## src/dac_cmd_pkg.sv

```systemverilog
// constants and types shared by the quad dac serial command decoder
package dac_cmd_pkg;
  localparam int WORD_BITS = 16;
  localparam int CODE_BITS = 12;
  localparam int NUM_CHANNELS = 4;
  localparam int CMD_MSB = 15;
  localparam int CMD_LSB = 12;
  localparam int PD_ALL_BIT = 4;
  localparam int PD_SEL_MSB = 3;
  localparam int PD_SEL_LSB = 2;
  localparam int PD_MODE_MSB = 1;
  localparam int PD_MODE_LSB = 0;
  localparam int MIN_HOLD_BITS = 15;
  localparam logic [4:0] BIT_COUNT_RESET = 5'h00;
  localparam logic [4:0] BIT_COUNT_FULL = 5'h10;
  localparam logic [11:0] CODE_RESET = 12'h000;
  localparam logic [1:0] GRP_DIRECT = 2'h0;
  localparam logic [1:0] GRP_INPUT = 2'h1;
  localparam logic [1:0] GRP_LOAD = 2'h2;
  localparam logic [1:0] GRP_BROAD = 2'h3;
  localparam logic [3:0] CMD_ALL_DIRECT = 4'hc;
  localparam logic [3:0] CMD_ALL_INPUT = 4'hd;
  localparam logic [3:0] CMD_ALL_LOAD = 4'he;
  localparam logic [3:0] CMD_POWER = 4'hf;
  typedef enum logic [1:0] {
    PD_WAKE,
    PD_FLOAT,
    PD_1K,
    PD_100K
  } pd_mode_t;
  localparam pd_mode_t PD_RESET = PD_100K;
  typedef enum {
    ST_IDLE,
    ST_SHIFT,
    ST_DONE
  } shift_state_t;
endpackage

```

## src/dac_word_if.sv

```systemverilog
// carries one received serial word from the shifter to the decoder
interface dac_word_if;
  logic        valid;
  logic [15:0] word;
  modport source (output valid, output word);
  modport sink   (input  valid, input  word);
endinterface

```

## src/serial_word_shifter.sv

```systemverilog
// serial front end: pin sync, frame tracking and 16-bit word capture
module serial_word_shifter
  import dac_cmd_pkg::*;
(
  input  wire logic   sys_clk,
  input  wire logic   reset_n,
  input  wire logic   serialClk,
  input  wire logic   serialData,
  input  wire logic   chipSelect_n,
  output logic        buffersOn,
  dac_word_if.source  wordOut
);
  logic [2:0] sclkSync_reg;
  logic [1:0] dinSync_reg;
  logic [2:0] csSync_reg;
  shift_state_t state_reg, state_next;
  logic [15:0] shift_reg, shift_next;
  logic [4:0]  count_reg, count_next;
  logic        valid_reg, valid_next;
  logic        sclkFall;
  logic        csFall;
  logic        csHigh;

  always_ff @(posedge sys_clk or negedge reset_n) begin
    if (!reset_n) begin
      sclkSync_reg <= 3'h0;
      dinSync_reg  <= 2'h0;
      csSync_reg   <= 3'h7;
    end else begin
      sclkSync_reg <= {sclkSync_reg[1:0], serialClk};
      dinSync_reg  <= {dinSync_reg[0], serialData};
      csSync_reg   <= {csSync_reg[1:0], chipSelect_n};
    end
  end

  // only stages 1 and 2 are examined; stage 0 feeds stage 1 alone
  assign sclkFall = sclkSync_reg[2] & ~sclkSync_reg[1];
  assign csFall   = csSync_reg[2] & ~csSync_reg[1];
  assign csHigh   = csSync_reg[1];

  always_comb begin
    state_next = state_reg;
    shift_next = shift_reg;
    count_next = count_reg;
    valid_next = 1'b0;
    case (state_reg)
      ST_IDLE: begin
        if (csFall) begin // RULE2
          state_next = ST_SHIFT;
          count_next = BIT_COUNT_RESET;
        end
      end
      ST_SHIFT: begin
        if (csHigh) begin
          // early release drops the partial word
          state_next = ST_IDLE; // RULE13
        end else if (sclkFall) begin // RULE12
          shift_next = {shift_reg[14:0], dinSync_reg[1]}; // RULE3
          count_next = 5'(count_reg + 5'h01);
          if (count_reg == 5'(WORD_BITS - 1)) begin
            valid_next = 1'b1;
            state_next = ST_DONE; // RULE1
          end
        end
      end
      ST_DONE: begin
        // buffers off: clock edges ignored until a new frame starts
        if (csFall) begin // RULE15
          state_next = ST_SHIFT;
          count_next = BIT_COUNT_RESET;
        end else if (csHigh) begin // RULE16
          state_next = ST_IDLE;
        end
      end
      default: state_next = ST_IDLE;
    endcase
  end

  always_ff @(posedge sys_clk or negedge reset_n) begin
    if (!reset_n) begin
      state_reg <= ST_IDLE;
      shift_reg <= 16'h0000;
      count_reg <= BIT_COUNT_RESET;
      valid_reg <= 1'b0;
    end else begin
      state_reg <= state_next;
      shift_reg <= shift_next;
      count_reg <= count_next;
      valid_reg <= valid_next;
    end
  end

  assign buffersOn     = (state_reg == ST_SHIFT);
  assign wordOut.valid = valid_reg;
  assign wordOut.word  = shift_reg;
endmodule

```

## src/quad_dac_serial_command_decoder.sv

```systemverilog
// top: serial command decoder with input, dac and power-down registers

// Overview of operation
// RULE1 - after sixteen bits the clock and data buffers switch off at once
// RULE2 - chip select falling edge switches the input buffers back on
// RULE3 - word is sixteen bits msb first: command nibble, then twelve-bit code
// RULE4 - commands 0-3 write code straight to that channel's dac register
// RULE5 - commands 4-7 write code only to that channel's input register
// RULE6 - commands 8-11 copy that channel's input register to its dac
// RULE7 - command 12 writes code to all input and dac registers
// RULE8 - command 13 writes code to all four input registers only
// RULE9 - command 14 copies all input registers to dac registers together
// RULE10 - dac registers hold unsigned twelve-bit straight binary codes
// RULE11 - command 15 sets power-down mode per channel or for all
// RULE12 - data sampled on falling serial clock; word acts after sixteen bits
// RULE13 - chip select rising before the word completes discards it
// RULE14 - reset clears all registers, channels powered down with 100k load
// RULE15 - clock edges after the sixteenth bit change nothing until reselect
// RULE16 - host returns chip select high between words
module quad_dac_serial_command_decoder
  import dac_cmd_pkg::*;
#(
  parameter int CODE_WIDTH = CODE_BITS
) (
  input  wire logic                  sys_clk,
  input  wire logic                  reset_n,
  input  wire logic                  serialClk,
  input  wire logic                  serialData,
  input  wire logic                  chipSelect_n,
  output logic [CODE_WIDTH-1:0]      analog_out_a,
  output logic [CODE_WIDTH-1:0]      analog_out_b,
  output logic [CODE_WIDTH-1:0]      analog_out_c,
  output logic [CODE_WIDTH-1:0]      analog_out_d,
  output logic [NUM_CHANNELS-1:0]    channelPowered,
  output logic [2*NUM_CHANNELS-1:0]  powerDownMode,
  output logic                       inputBuffersOn,
  output logic                       wordStrobe
);
  dac_word_if wordLink ();
  logic buffersOn;

  serial_word_shifter shifter (
    .sys_clk      (sys_clk),
    .reset_n      (reset_n),
    .serialClk    (serialClk),
    .serialData   (serialData),
    .chipSelect_n (chipSelect_n),
    .buffersOn    (buffersOn),
    .wordOut      (wordLink.source)
  );

  // input registers stage codes; dac registers feed the converters
  logic [CODE_WIDTH-1:0]   inReg_reg   [NUM_CHANNELS];
  logic [CODE_WIDTH-1:0]   inReg_next  [NUM_CHANNELS];
  logic [CODE_WIDTH-1:0]   dacReg_reg  [NUM_CHANNELS];
  logic [CODE_WIDTH-1:0]   dacReg_next [NUM_CHANNELS];

  // power-down state and the awake flags derived from it
  pd_mode_t                pdMode_reg  [NUM_CHANNELS];
  pd_mode_t                pdMode_next [NUM_CHANNELS];
  logic [NUM_CHANNELS-1:0] awake_reg;
  logic [NUM_CHANNELS-1:0] awake_next;

  // status flags
  logic                    bufOn_reg;
  logic                    bufOn_next;
  logic                    strobe_reg;
  logic                    strobe_next;

  // fields of the received word
  logic [3:0]              commandNibble;
  logic [CODE_WIDTH-1:0]   converterCode;
  logic [1:0]              chan;
  logic                    pdAll;
  logic [1:0]              pdChan;
  pd_mode_t                pdModeCode;

  // decoded command kinds, at most one set per word
  logic                    cmdDirect;
  logic                    cmdInput;
  logic                    cmdLoad;
  logic                    cmdAllDirect;
  logic                    cmdAllInput;
  logic                    cmdAllLoad;
  logic                    cmdPower;

  // per-channel picks and write enables
  logic [NUM_CHANNELS-1:0] chanHit;
  logic [NUM_CHANNELS-1:0] pdHit;
  logic [NUM_CHANNELS-1:0] writeInput;
  logic [NUM_CHANNELS-1:0] writeDac;
  logic [NUM_CHANNELS-1:0] copyInput;
  logic [NUM_CHANNELS-1:0] setPower;

  assign commandNibble = wordLink.word[CMD_MSB:CMD_LSB]; // RULE3
  assign converterCode = wordLink.word[CODE_WIDTH-1:0];
  assign chan          = commandNibble[1:0];
  assign pdAll         = converterCode[PD_ALL_BIT];
  assign pdChan        = converterCode[PD_SEL_MSB:PD_SEL_LSB];
  assign pdModeCode    = pd_mode_t'(converterCode[PD_MODE_MSB:PD_MODE_LSB]);

  // every nibble has a meaning, so no word is ever refused
  always_comb begin
    cmdDirect    = 1'b0;
    cmdInput     = 1'b0;
    cmdLoad      = 1'b0;
    cmdAllDirect = 1'b0;
    cmdAllInput  = 1'b0;
    cmdAllLoad   = 1'b0;
    cmdPower     = 1'b0;
    case (commandNibble[3:2])
      GRP_DIRECT: cmdDirect = 1'b1; // RULE4
      GRP_INPUT:  cmdInput  = 1'b1; // RULE5
      GRP_LOAD:   cmdLoad   = 1'b1; // RULE6
      GRP_BROAD: begin
        // broadcast group: the whole nibble picks the kind
        case (commandNibble)
          CMD_ALL_DIRECT: cmdAllDirect = 1'b1; // RULE7
          CMD_ALL_INPUT:  cmdAllInput  = 1'b1; // RULE8
          CMD_ALL_LOAD:   cmdAllLoad   = 1'b1; // RULE9
          CMD_POWER:      cmdPower     = 1'b1; // RULE11
          default:        cmdPower     = 1'b0;
        endcase
      end
      default: cmdDirect = 1'b0;
    endcase
  end

  // one-hot channel picks for the single-channel and per-channel power commands
  always_comb begin
    chanHit = '0;
    pdHit   = '0;
    case (chan)
      2'h0:    chanHit[0] = 1'b1;
      2'h1:    chanHit[1] = 1'b1;
      2'h2:    chanHit[2] = 1'b1;
      2'h3:    chanHit[3] = 1'b1;
      default: chanHit    = '0;
    endcase
    // the all-channels bit overrides the channel field
    if (pdAll) begin // RULE11
      pdHit = '1;
    end else begin
      case (pdChan)
        2'h0:    pdHit[0] = 1'b1;
        2'h1:    pdHit[1] = 1'b1;
        2'h2:    pdHit[2] = 1'b1;
        2'h3:    pdHit[3] = 1'b1;
        default: pdHit    = '0;
      endcase
    end
  end

  always_comb begin
    writeInput = '0;
    writeDac   = '0;
    copyInput  = '0;
    setPower   = '0;
    // nothing moves until a whole word has arrived
    if (wordLink.valid) begin // RULE12
      for (int i = 0; i < NUM_CHANNELS; i++) begin
        // a direct write passes through the input register as well
        writeInput[i] = chanHit[i] && (cmdDirect || cmdInput);
        writeDac[i]   = chanHit[i] && cmdDirect;
        copyInput[i]  = chanHit[i] && cmdLoad;
        // broadcast commands 12 to 14 reach every channel
        if (cmdAllDirect || cmdAllInput) begin
          writeInput[i] = 1'b1;
        end
        if (cmdAllDirect) begin
          writeDac[i] = 1'b1;
        end
        if (cmdAllLoad) begin
          copyInput[i] = 1'b1;
        end
        setPower[i]   = pdHit[i] && cmdPower;
      end
    end
  end

  // input registers
  always_comb begin
    inReg_next = inReg_reg;
    for (int i = 0; i < NUM_CHANNELS; i++) begin
      if (writeInput[i]) begin
        inReg_next[i] = converterCode; // RULE5 RULE8
      end
    end
  end

  always_ff @(posedge sys_clk or negedge reset_n) begin
    if (!reset_n) begin
      for (int i = 0; i < NUM_CHANNELS; i++) begin
        inReg_reg[i] <= CODE_RESET; // RULE14
      end
    end else begin
      inReg_reg <= inReg_next;
    end
  end

  // dac registers
  always_comb begin
    dacReg_next = dacReg_reg;
    for (int i = 0; i < NUM_CHANNELS; i++) begin
      if (writeDac[i]) begin
        dacReg_next[i] = converterCode; // RULE4 RULE7
      end else if (copyInput[i]) begin
        // a load copies the staged code and ignores this word's code bits
        dacReg_next[i] = inReg_reg[i]; // RULE6 RULE9
      end
    end
  end

  // unsigned straight codes: all ones is full scale, all zeros is zero
  always_ff @(posedge sys_clk or negedge reset_n) begin
    if (!reset_n) begin
      for (int i = 0; i < NUM_CHANNELS; i++) begin
        dacReg_reg[i] <= CODE_RESET; // RULE14
      end
    end else begin
      dacReg_reg <= dacReg_next; // RULE10
    end
  end

  // power-down modes
  always_comb begin
    pdMode_next = pdMode_reg;
    for (int i = 0; i < NUM_CHANNELS; i++) begin
      if (setPower[i]) begin
        // codes are kept through power-down and return on wake-up
        pdMode_next[i] = pdModeCode; // RULE11
      end
    end
  end

  always_ff @(posedge sys_clk or negedge reset_n) begin
    if (!reset_n) begin
      for (int i = 0; i < NUM_CHANNELS; i++) begin
        pdMode_reg[i] <= PD_RESET; // RULE14
      end
    end else begin
      pdMode_reg <= pdMode_next;
    end
  end

  // awake flags are registered so the port needs no decode after a flop
  always_comb begin
    awake_next = awake_reg;
    for (int i = 0; i < NUM_CHANNELS; i++) begin
      awake_next[i] = (pdMode_next[i] == PD_WAKE);
    end
  end

  always_ff @(posedge sys_clk or negedge reset_n) begin
    if (!reset_n) begin
      awake_reg <= '0; // RULE14
    end else begin
      awake_reg <= awake_next;
    end
  end

  // buffer status trails the shifter by one cycle
  always_comb begin
    bufOn_next = buffersOn; // RULE1
  end

  always_ff @(posedge sys_clk or negedge reset_n) begin
    if (!reset_n) begin
      bufOn_reg <= 1'b0;
    end else begin
      bufOn_reg <= bufOn_next;
    end
  end

  // strobe marks the edge on which the registers took the word
  always_comb begin
    strobe_next = wordLink.valid; // RULE12
  end

  always_ff @(posedge sys_clk or negedge reset_n) begin
    if (!reset_n) begin
      strobe_reg <= 1'b0;
    end else begin
      strobe_reg <= strobe_next;
    end
  end

  // outputs read registers directly so they never glitch on a command
  assign analog_out_a   = dacReg_reg[0];
  assign analog_out_b   = dacReg_reg[1];
  assign analog_out_c   = dacReg_reg[2];
  assign analog_out_d   = dacReg_reg[3];
  assign channelPowered = awake_reg;
  assign inputBuffersOn = bufOn_reg;
  assign wordStrobe     = strobe_reg;

  generate
    for (genvar g = 0; g < NUM_CHANNELS; g++) begin : gPd
      assign powerDownMode[2*g+1:2*g] = pdMode_reg[g];
    end
  endgenerate
endmodule

```

## config.mk

```make
export PLATFORM = sky130hd
export DESIGN_NAME = quad_dac_serial_command_decoder
export DESIGN_NICKNAME = d
export VERILOG_FILES = /design/src/dac_cmd_pkg.sv /design/src/dac_word_if.sv /design/src/serial_word_shifter.sv /design/src/quad_dac_serial_command_decoder.sv
export SDC_FILE = /design/constraint.sdc
export NUM_CORES = 1
export LEC_CHECK = 0
export BUFFER_PORTS_ARGS = -buffer_cell sky130_fd_sc_hd__buf_2
export CAP_MARGIN = 10
export CORE_MARGIN = 4
export CORE_UTILIZATION = 50
export CTS_CLUSTER_DIAMETER = 50
export DETAILED_ROUTE_END_ITERATION = 8
export GPL_TIMING_DRIVEN = 0
export PLACE_DENSITY = 0.81
export RECOVER_POWER = 50
export SKIP_LAST_GASP = 1
export SYNTH_ARGS = -nofsm -noshare
export SYNTH_HDL_FRONTEND = slang
export SYNTH_SLANG_ARGS = --single-unit
```

## constraint.sdc

```tcl
create_clock -name sys_clk -period 2 [get_ports sys_clk]
set_clock_uncertainty 0.2 [all_clocks]
set_input_delay 0.5 -clock sys_clk [delete_from_list [all_inputs] [get_ports sys_clk]]
set_output_delay 0.5 -clock sys_clk [all_outputs]
set_load 0.02 [all_outputs]
```

Word-level counts from Yosys, hierarchy flattened
Index checks and enable logic that the tools add are counted.
{"block": "word_totals", "reg_bits": 172, "latchBits": 0, "mem_bits_rw": 0, "romBits": 0, "in_bits": 5, "output_inout_bits": 62, "wordCells": 149, "n_memories": 0}
{"block": "op_classes", "n_addsub": 1, "multipliers": 0, "n_div": 0, "magnitude_cmp": 0, "eq_ne": 24, "n_shift": 0, "mux": 63, "bitwise_logic": 4, "n_reduce_logical": 35}
{"cell": "$mux 32", "n": 6}
{"cell": "$mux 12", "n": 8}
{"cell": "$pmux 32 s3", "n": 1}
{"cell": "$eq 32x2->1 const B", "n": 2}
{"cell": "$mux 1", "n": 35}
{"cell": "$eq 32x1->1 const B", "n": 1}
{"cell": "$logic_not 32->1", "n": 1}
{"cell": "$mux 4", "n": 5}
{"cell": "$eq 4x4->1 const B", "n": 4}
{"cell": "$logic_and 1x1->1", "n": 16}
{"cell": "$mux 5", "n": 3}
{"cell": "$logic_not 2->1", "n": 7}
{"cell": "$eq 2x2->1 const B", "n": 6}
{"cell": "$pmux 5 s2", "n": 1}
{"cell": "$reduce_bool 2->1", "n": 5}
{"cell": "$ne 3x1->1 const B", "n": 3}
{"cell": "$mux 2", "n": 4}
{"cell": "$reduce_and 4->1", "n": 2}
{"cell": "$eq 2x1->1 const B", "n": 3}
{"cell": "$ne 2x1->1 const B", "n": 3}
{"cell": "$add 5x1->5 const B", "n": 1}
{"cell": "$eq 5x4->1 const B", "n": 1}
{"cell": "$reduce_and 3->1", "n": 1}
{"cell": "$and 1x1->1", "n": 2}
{"cell": "other kinds (4)", "n": 6}

Depth between registers and ports, before layout
{"block": "depth", "word_depth": 7, "ltp_mapped": 6, "depth_no_buf": 6}

Modules after synthesis
A second synthesis with hierarchy kept.
{"block": "hier_totals", "cells_unflattened": 470, "area_unflattened_um2": 6025.8}
{"module": "quad_dac_serial_command_decoder", "instances": 1, "cells_per_inst": 388, "area_each_um2": 4809.6, "seq_area_each_um2": 2762.6}
{"module": "serial_word_shifter", "instances": 1, "cells_per_inst": 82, "area_each_um2": 1216.2, "seq_area_each_um2": 804.5}

Least setup slack after synthesis
No wires, ideal clock.
{"block": "synth_path", "path_type": "register to register", "startpoint": "register shifter.shift_reg[13], in the netlist shifter.wordOut.word[13]", "endpoint": "register inReg_reg[17] (netlist name)", "setup_time_ns": 0.125, "arrival_time_ns": 1.421, "required_ns": 1.675, "path_slack_ns": 0.254, "stages_incl_launch_ff": 7, "n_path_buf": 2, "synth_period_minus_slack_ns": 1.746, "path_cell_list": "dfrtp_1 buf_4 inv_2 nor3_1 o21ai_1 buf_2 mux2_2"}
{"block": "synth_via", "elab_chain_cells": 6, "elab_cells_between_ends": 12, "cone_classes": "3 x eq/ne; 7 x mux; 2 x reduce/logical"}
{"item": "start: declaration", "line_no": "serial_word_shifter.sv:17", "rtl": "logic [15:0] shift_reg, shift_next;"}
{"item": "start signal: assignment", "line_no": "serial_word_shifter.sv:87", "rtl": "shift_reg <= shift_next;"}
{"item": "$eq 4x4->1", "line_no": "quad_dac_serial_command_decoder.sv:117", "rtl": "case (commandNibble)"}
{"item": "$mux 1", "line_no": "quad_dac_serial_command_decoder.sv:117"}
{"item": "$mux 1", "line_no": "quad_dac_serial_command_decoder.sv:111", "rtl": "case (commandNibble[3:2])"}
{"item": "$logic_or 1x1->1", "line_no": "quad_dac_serial_command_decoder.sv:167", "rtl": "if (cmdAllDirect || cmdAllInput) begin"}
{"item": "$mux 1 *", "line_no": "quad_dac_serial_command_decoder.sv:167"}
{"item": "$mux 4 *", "line_no": "quad_dac_serial_command_decoder.sv:160", "rtl": "if (wordLink.valid) begin"}
{"item": "end signal: assignment", "line_no": "quad_dac_serial_command_decoder.sv:197", "rtl": "inReg_reg <= inReg_next;"}
{"item": "end: declaration", "line_no": "quad_dac_serial_command_decoder.sv:53", "rtl": "logic [CODE_WIDTH-1:0] inReg_reg [NUM_CHANNELS];"}
Mark *: on every way between the ends. The rest lies on a longest branch, timed or not.
A chain may end at the register's enable or synchronous reset.

Worst setup path after layout
{"block": "layout_path", "startpoint": "register shifter.shift_reg[15], in the netlist shifter.wordOut.word[15]", "endpoint": "register dacReg_reg (netlist bit analog_out_b[11])"}
{"block": "layout_via", "elab_chain_cells": 6, "elab_cells_between_ends": 19, "cone_classes": "4 x eq/ne; 11 x mux; 4 x reduce/logical"}
{"item": "$eq 4x4->1, or another cell as far along", "line_no": "quad_dac_serial_command_decoder.sv:117"}
{"item": "$mux 1 (on tied branches)", "line_no": "quad_dac_serial_command_decoder.sv:117, quad_dac_serial_command_decoder.sv:111"}
{"item": "$mux 1, or another cell as far along", "line_no": "quad_dac_serial_command_decoder.sv:111"}
{"item": "$mux 1 (on tied branches)", "line_no": "quad_dac_serial_command_decoder.sv:170, quad_dac_serial_command_decoder.sv:173"}
{"item": "$mux 4", "line_no": "quad_dac_serial_command_decoder.sv:160"}
{"item": "$mux 12 or $reduce_bool 2->1 (tied branches)"}
{"item": "end signal: assignment", "line_no": "quad_dac_serial_command_decoder.sv:221", "rtl": "dacReg_reg <= dacReg_next;"}
{"item": "end: declaration", "line_no": "quad_dac_serial_command_decoder.sv:55", "rtl": "logic [CODE_WIDTH-1:0] dacReg_reg [NUM_CHANNELS];"}
Parallel ways exist; a longest one is shown, timed or not.

==> flow_summary.ini <==
[status]
status = completed

[worst_setup_path]
startpoint_type = flip-flop
critPathMaxFanout = 10
path_cells = clkbuf_4, and3b_4, o21ai_2, buf_6, mux2i_1, a21oi_1
criticalPathCategory = reg -> reg
slowest_delay_ns = 0.42
arrival_ns = 2.03
critPathSlowestCell = dfrtp_1
reg2reg_slack_ns = 0.06
cp.required_ns = 2.09
end_kind = flip-flop

[global_route]
track_usage_pct = 19.20
grt_max_degree = 98
grt_pass1_wl_microns = 20030
antenna_found_initial = 0
grt.overflow.total = 0
grt_pass1_vias = 4050

[layout]
n_antenna_cell = 0
nets = 564
fin_cells = 712
multi_input_area_sq_mm = 0.002182
fillers = 912
layout-drive-gt1-share_pct = 28.82
syn_to_final_growth_pct = 18.96
regArea_sq_mm = 0.003568
final_design_area_no_fill_sq_mm = 0.007089
largest_register_ffs = 48

[timing]
fmax_mhz = 516.0
setup_tns_ns = 0
period_minus_slack_ns = 1.938
worstMarginPinSlew_ns = 0.5262
setup_violations = 0
hold_viol = 0
maxSlewHeadroom_pct = 64.92
setup_ws_ns = 0.06218
post-route-period-util_pct = 96.89
rsz0062_at_grt = yes
maxSlewViolCount = 0

[pwr]
p_clk_share_pct = 48.4
netSwitchingPower_mw = 1.324
cellLeakagePower_nw = 3.680
vdd_drop_max_uv = 595.9
p_int_mw = 4.943
power_density_mw_per_mm2 = 884.1
finalPower_mw = 6.268
pwr-share-seq_pct = 47.6
combPwrFrac_pct = 4.0
swShare_pct = 21.13

[clock_tree]
h-tree-depth = 4
path_clk_slew_ns = 0.05
clock-sinks = 142
cts_buffers = 17
cts_tree = yes
clock_latency_ns = 0.42
clockBufferDepth = 2
cts-root-buf = clkbuf_16

[floorplan]
die_h_microns = 117.2
num_rows = 39
die_w_microns = 117.2
ioPinCount = 67
initial_core_util_pct = 51.53
core_sq_mm = 0.01156
die_area_sq_mm = 0.01373

[logic_synthesis]
yosysMostFrequentCell = dfrtp_1
syn_area_sq_mm = 0.005959
yosysSeqAreaShare_pct = 59.86
synthCells = 465
synth-main-ff-cell = dfrtp_1
synthDistinctLibCells = 42
synth_nets = 472
yosys.area.top_type = dfrtp_1
synthTopCellsByArea = dfrtp_1, mux2_2, mux2i_1
synth-edff-count = 0
yosys_warnings = 0
synth_commonest_cells = dfrtp_1, mux2_2, nor2_1
avgSynthCellArea_sq_um = 12.82
ys_async_sr_fraction_pct = 100.0
ys_ff_latch = 142
synth.top_cell.area_share_pct = 55.01

[placed_design]
io_buffer_count = 66
dp_cells = 675
routabilityCongestion = 0.8876
post-dp-hpwl_microns = 8087
pre_cts_slack_ns = -0.008568
place_area_sq_mm = 0.006502

[routing]
highest_layer = met4
wl_met2_microns = 5976
routed_via_density = 5.407
drt-total-wl_microns = 12070
remaining_drc_errors = 0
ant_nets = 0
first_pass_iters = 6
num_vias = 3850
wl_met1_microns = 5362
drtIter0Drc = 157
wire_per_inst_microns = 16.95
dr_wl_met3_microns = 523

[worst_hold_path]
min_path_type = reg -> reg

[flow_run]
maxCapViolCount = 0
[cells in the final DEF, fill, tap and decap left out, types with 3 or more instances in the layout]
master,instances
buf_6,4
dfstp_2,10
dlygate4sd3_1,4
nor2b_1,4
nand2_1,13
a22o_1,12
o22ai_1,5
nand3_1,8
nor3b_1,3
a21o_1,12
clkbuf_8,4
nor2_1,41
clkinv_2,3
and3_1,4
clkbuf_1,61
a21oi_1,30
buf_2,30
buf_4,7
dfrtp_1,130
o21ai_0,5
mux2_2,69
o21a_1,3
o21ai_1,11
o21ai_2,3
mux2i_1,30
and2_1,3
mux2_1,5
clkbuf_4,3
clkbuf_16,17
inv_1,7
[worst paths after layout]
check / start / end / cells past startpoint
max in group asynchronous: reset_n / inReg_reg[21]$_DFFE_PN0P_ / 3
worst min-delay path: shifter.sclkSync_reg[0]$_DFF_PN0_ / shifter.sclkSync_reg[1]$_DFF_PN0_ / 0
worst min register to register: shifter.sclkSync_reg[0]$_DFF_PN0_ / shifter.sclkSync_reg[1]$_DFF_PN0_ / 0
worst max-delay path: shifter.wordOut.word[15]$_DFFE_PN0P_ / analog_out_b[11]$_DFFE_PN0P_ / 6
worst max register to register: shifter.wordOut.word[15]$_DFFE_PN0P_ / analog_out_b[11]$_DFFE_PN0P_ / 6
min in group asynchronous: reset_n / channelPowered[2]$_DFF_PN0_ / 2
[layout make-up]
| cell class | instances | area share (%) |
|---|---|---|
| Inverter | 8 | 0.4236 |
| Multi-Input combinational cell | 282 | 30.78 |
| Timing Repair Buffer | 73 | 4.959 |
| Tap cell | 143 | 2.524 |
| Sequential cell | 142 | 50.34 |
| Buffer | 33 | 2.824 |
| Clock buffer | 25 | 6.989 |
| Clock inverter | 6 | 1.165 |
[kinds of logic after synthesis]
group                    synth area share (%)
AO/OA/AOI/OAI                           9.217
XOR/XNOR                               0.4410
adder cells (fa/ha/maj)                0.4198
buffers and inverters                   3.653
flip-flops                              59.86
multiplexers                            19.19
AND/OR/NAND/NOR                         7.222
[power by group through the flow]
stage / Combinational [mW] / Sequential [mW] / Clock, mW
2_1_floorplan: 0.119 / 3.01 / 0
3_3_place_gp: 0.243 / 3.03 / 0
3_5_place_dp: 0.254 / 3.03 / 0
4_1_cts: 0.261 / 2.98 / 3.10
5_1_grt: 0.286 / 2.98 / 3.25
6_report: 0.253 / 2.98 / 3.03
[per-layer routing]
layer  global-route usage, %  vias up
met5                       0        -
met4                   7.187        0
met3                   5.553       18
met2                   31.30       82
met1                   24.43     1927
li1                        -     1823
[metrics by stage]
| stage | util (%) | hold slack (ns) |
|---|---|---|
| 3_3_place_gp | 55.93 | 0.1338 |
| 3_5_place_dp | 56.23 | 0.1478 |
| 5_1_grt | 61.30 | 0.1612 |
| 4_1_cts | 61.60 | 0.1555 |
| 6_report | 61.30 | 0.1568 |
| 2_1_floorplan | - | 0.004409 |
[worst max-delay path, delay by kind of cell (launching register included)]
family                 cells  cell delay [ns]
AO/OA/AOI/OAI              2             0.32
multiplexers               1             0.24
AND/OR/NAND/NOR            1             0.20
buffers and inverters      2             0.43
flip-flops                 1             0.42
[what timing repair did]
item	CTS	global route
hold buffers	4	0
setup endpoints to repair	13	40
gates resized for setup	2	7
buffers inserted	0	2
pin swaps	0	1
endpoints found under the hold margin	37	0
Power figures use the tool's default switching activity.
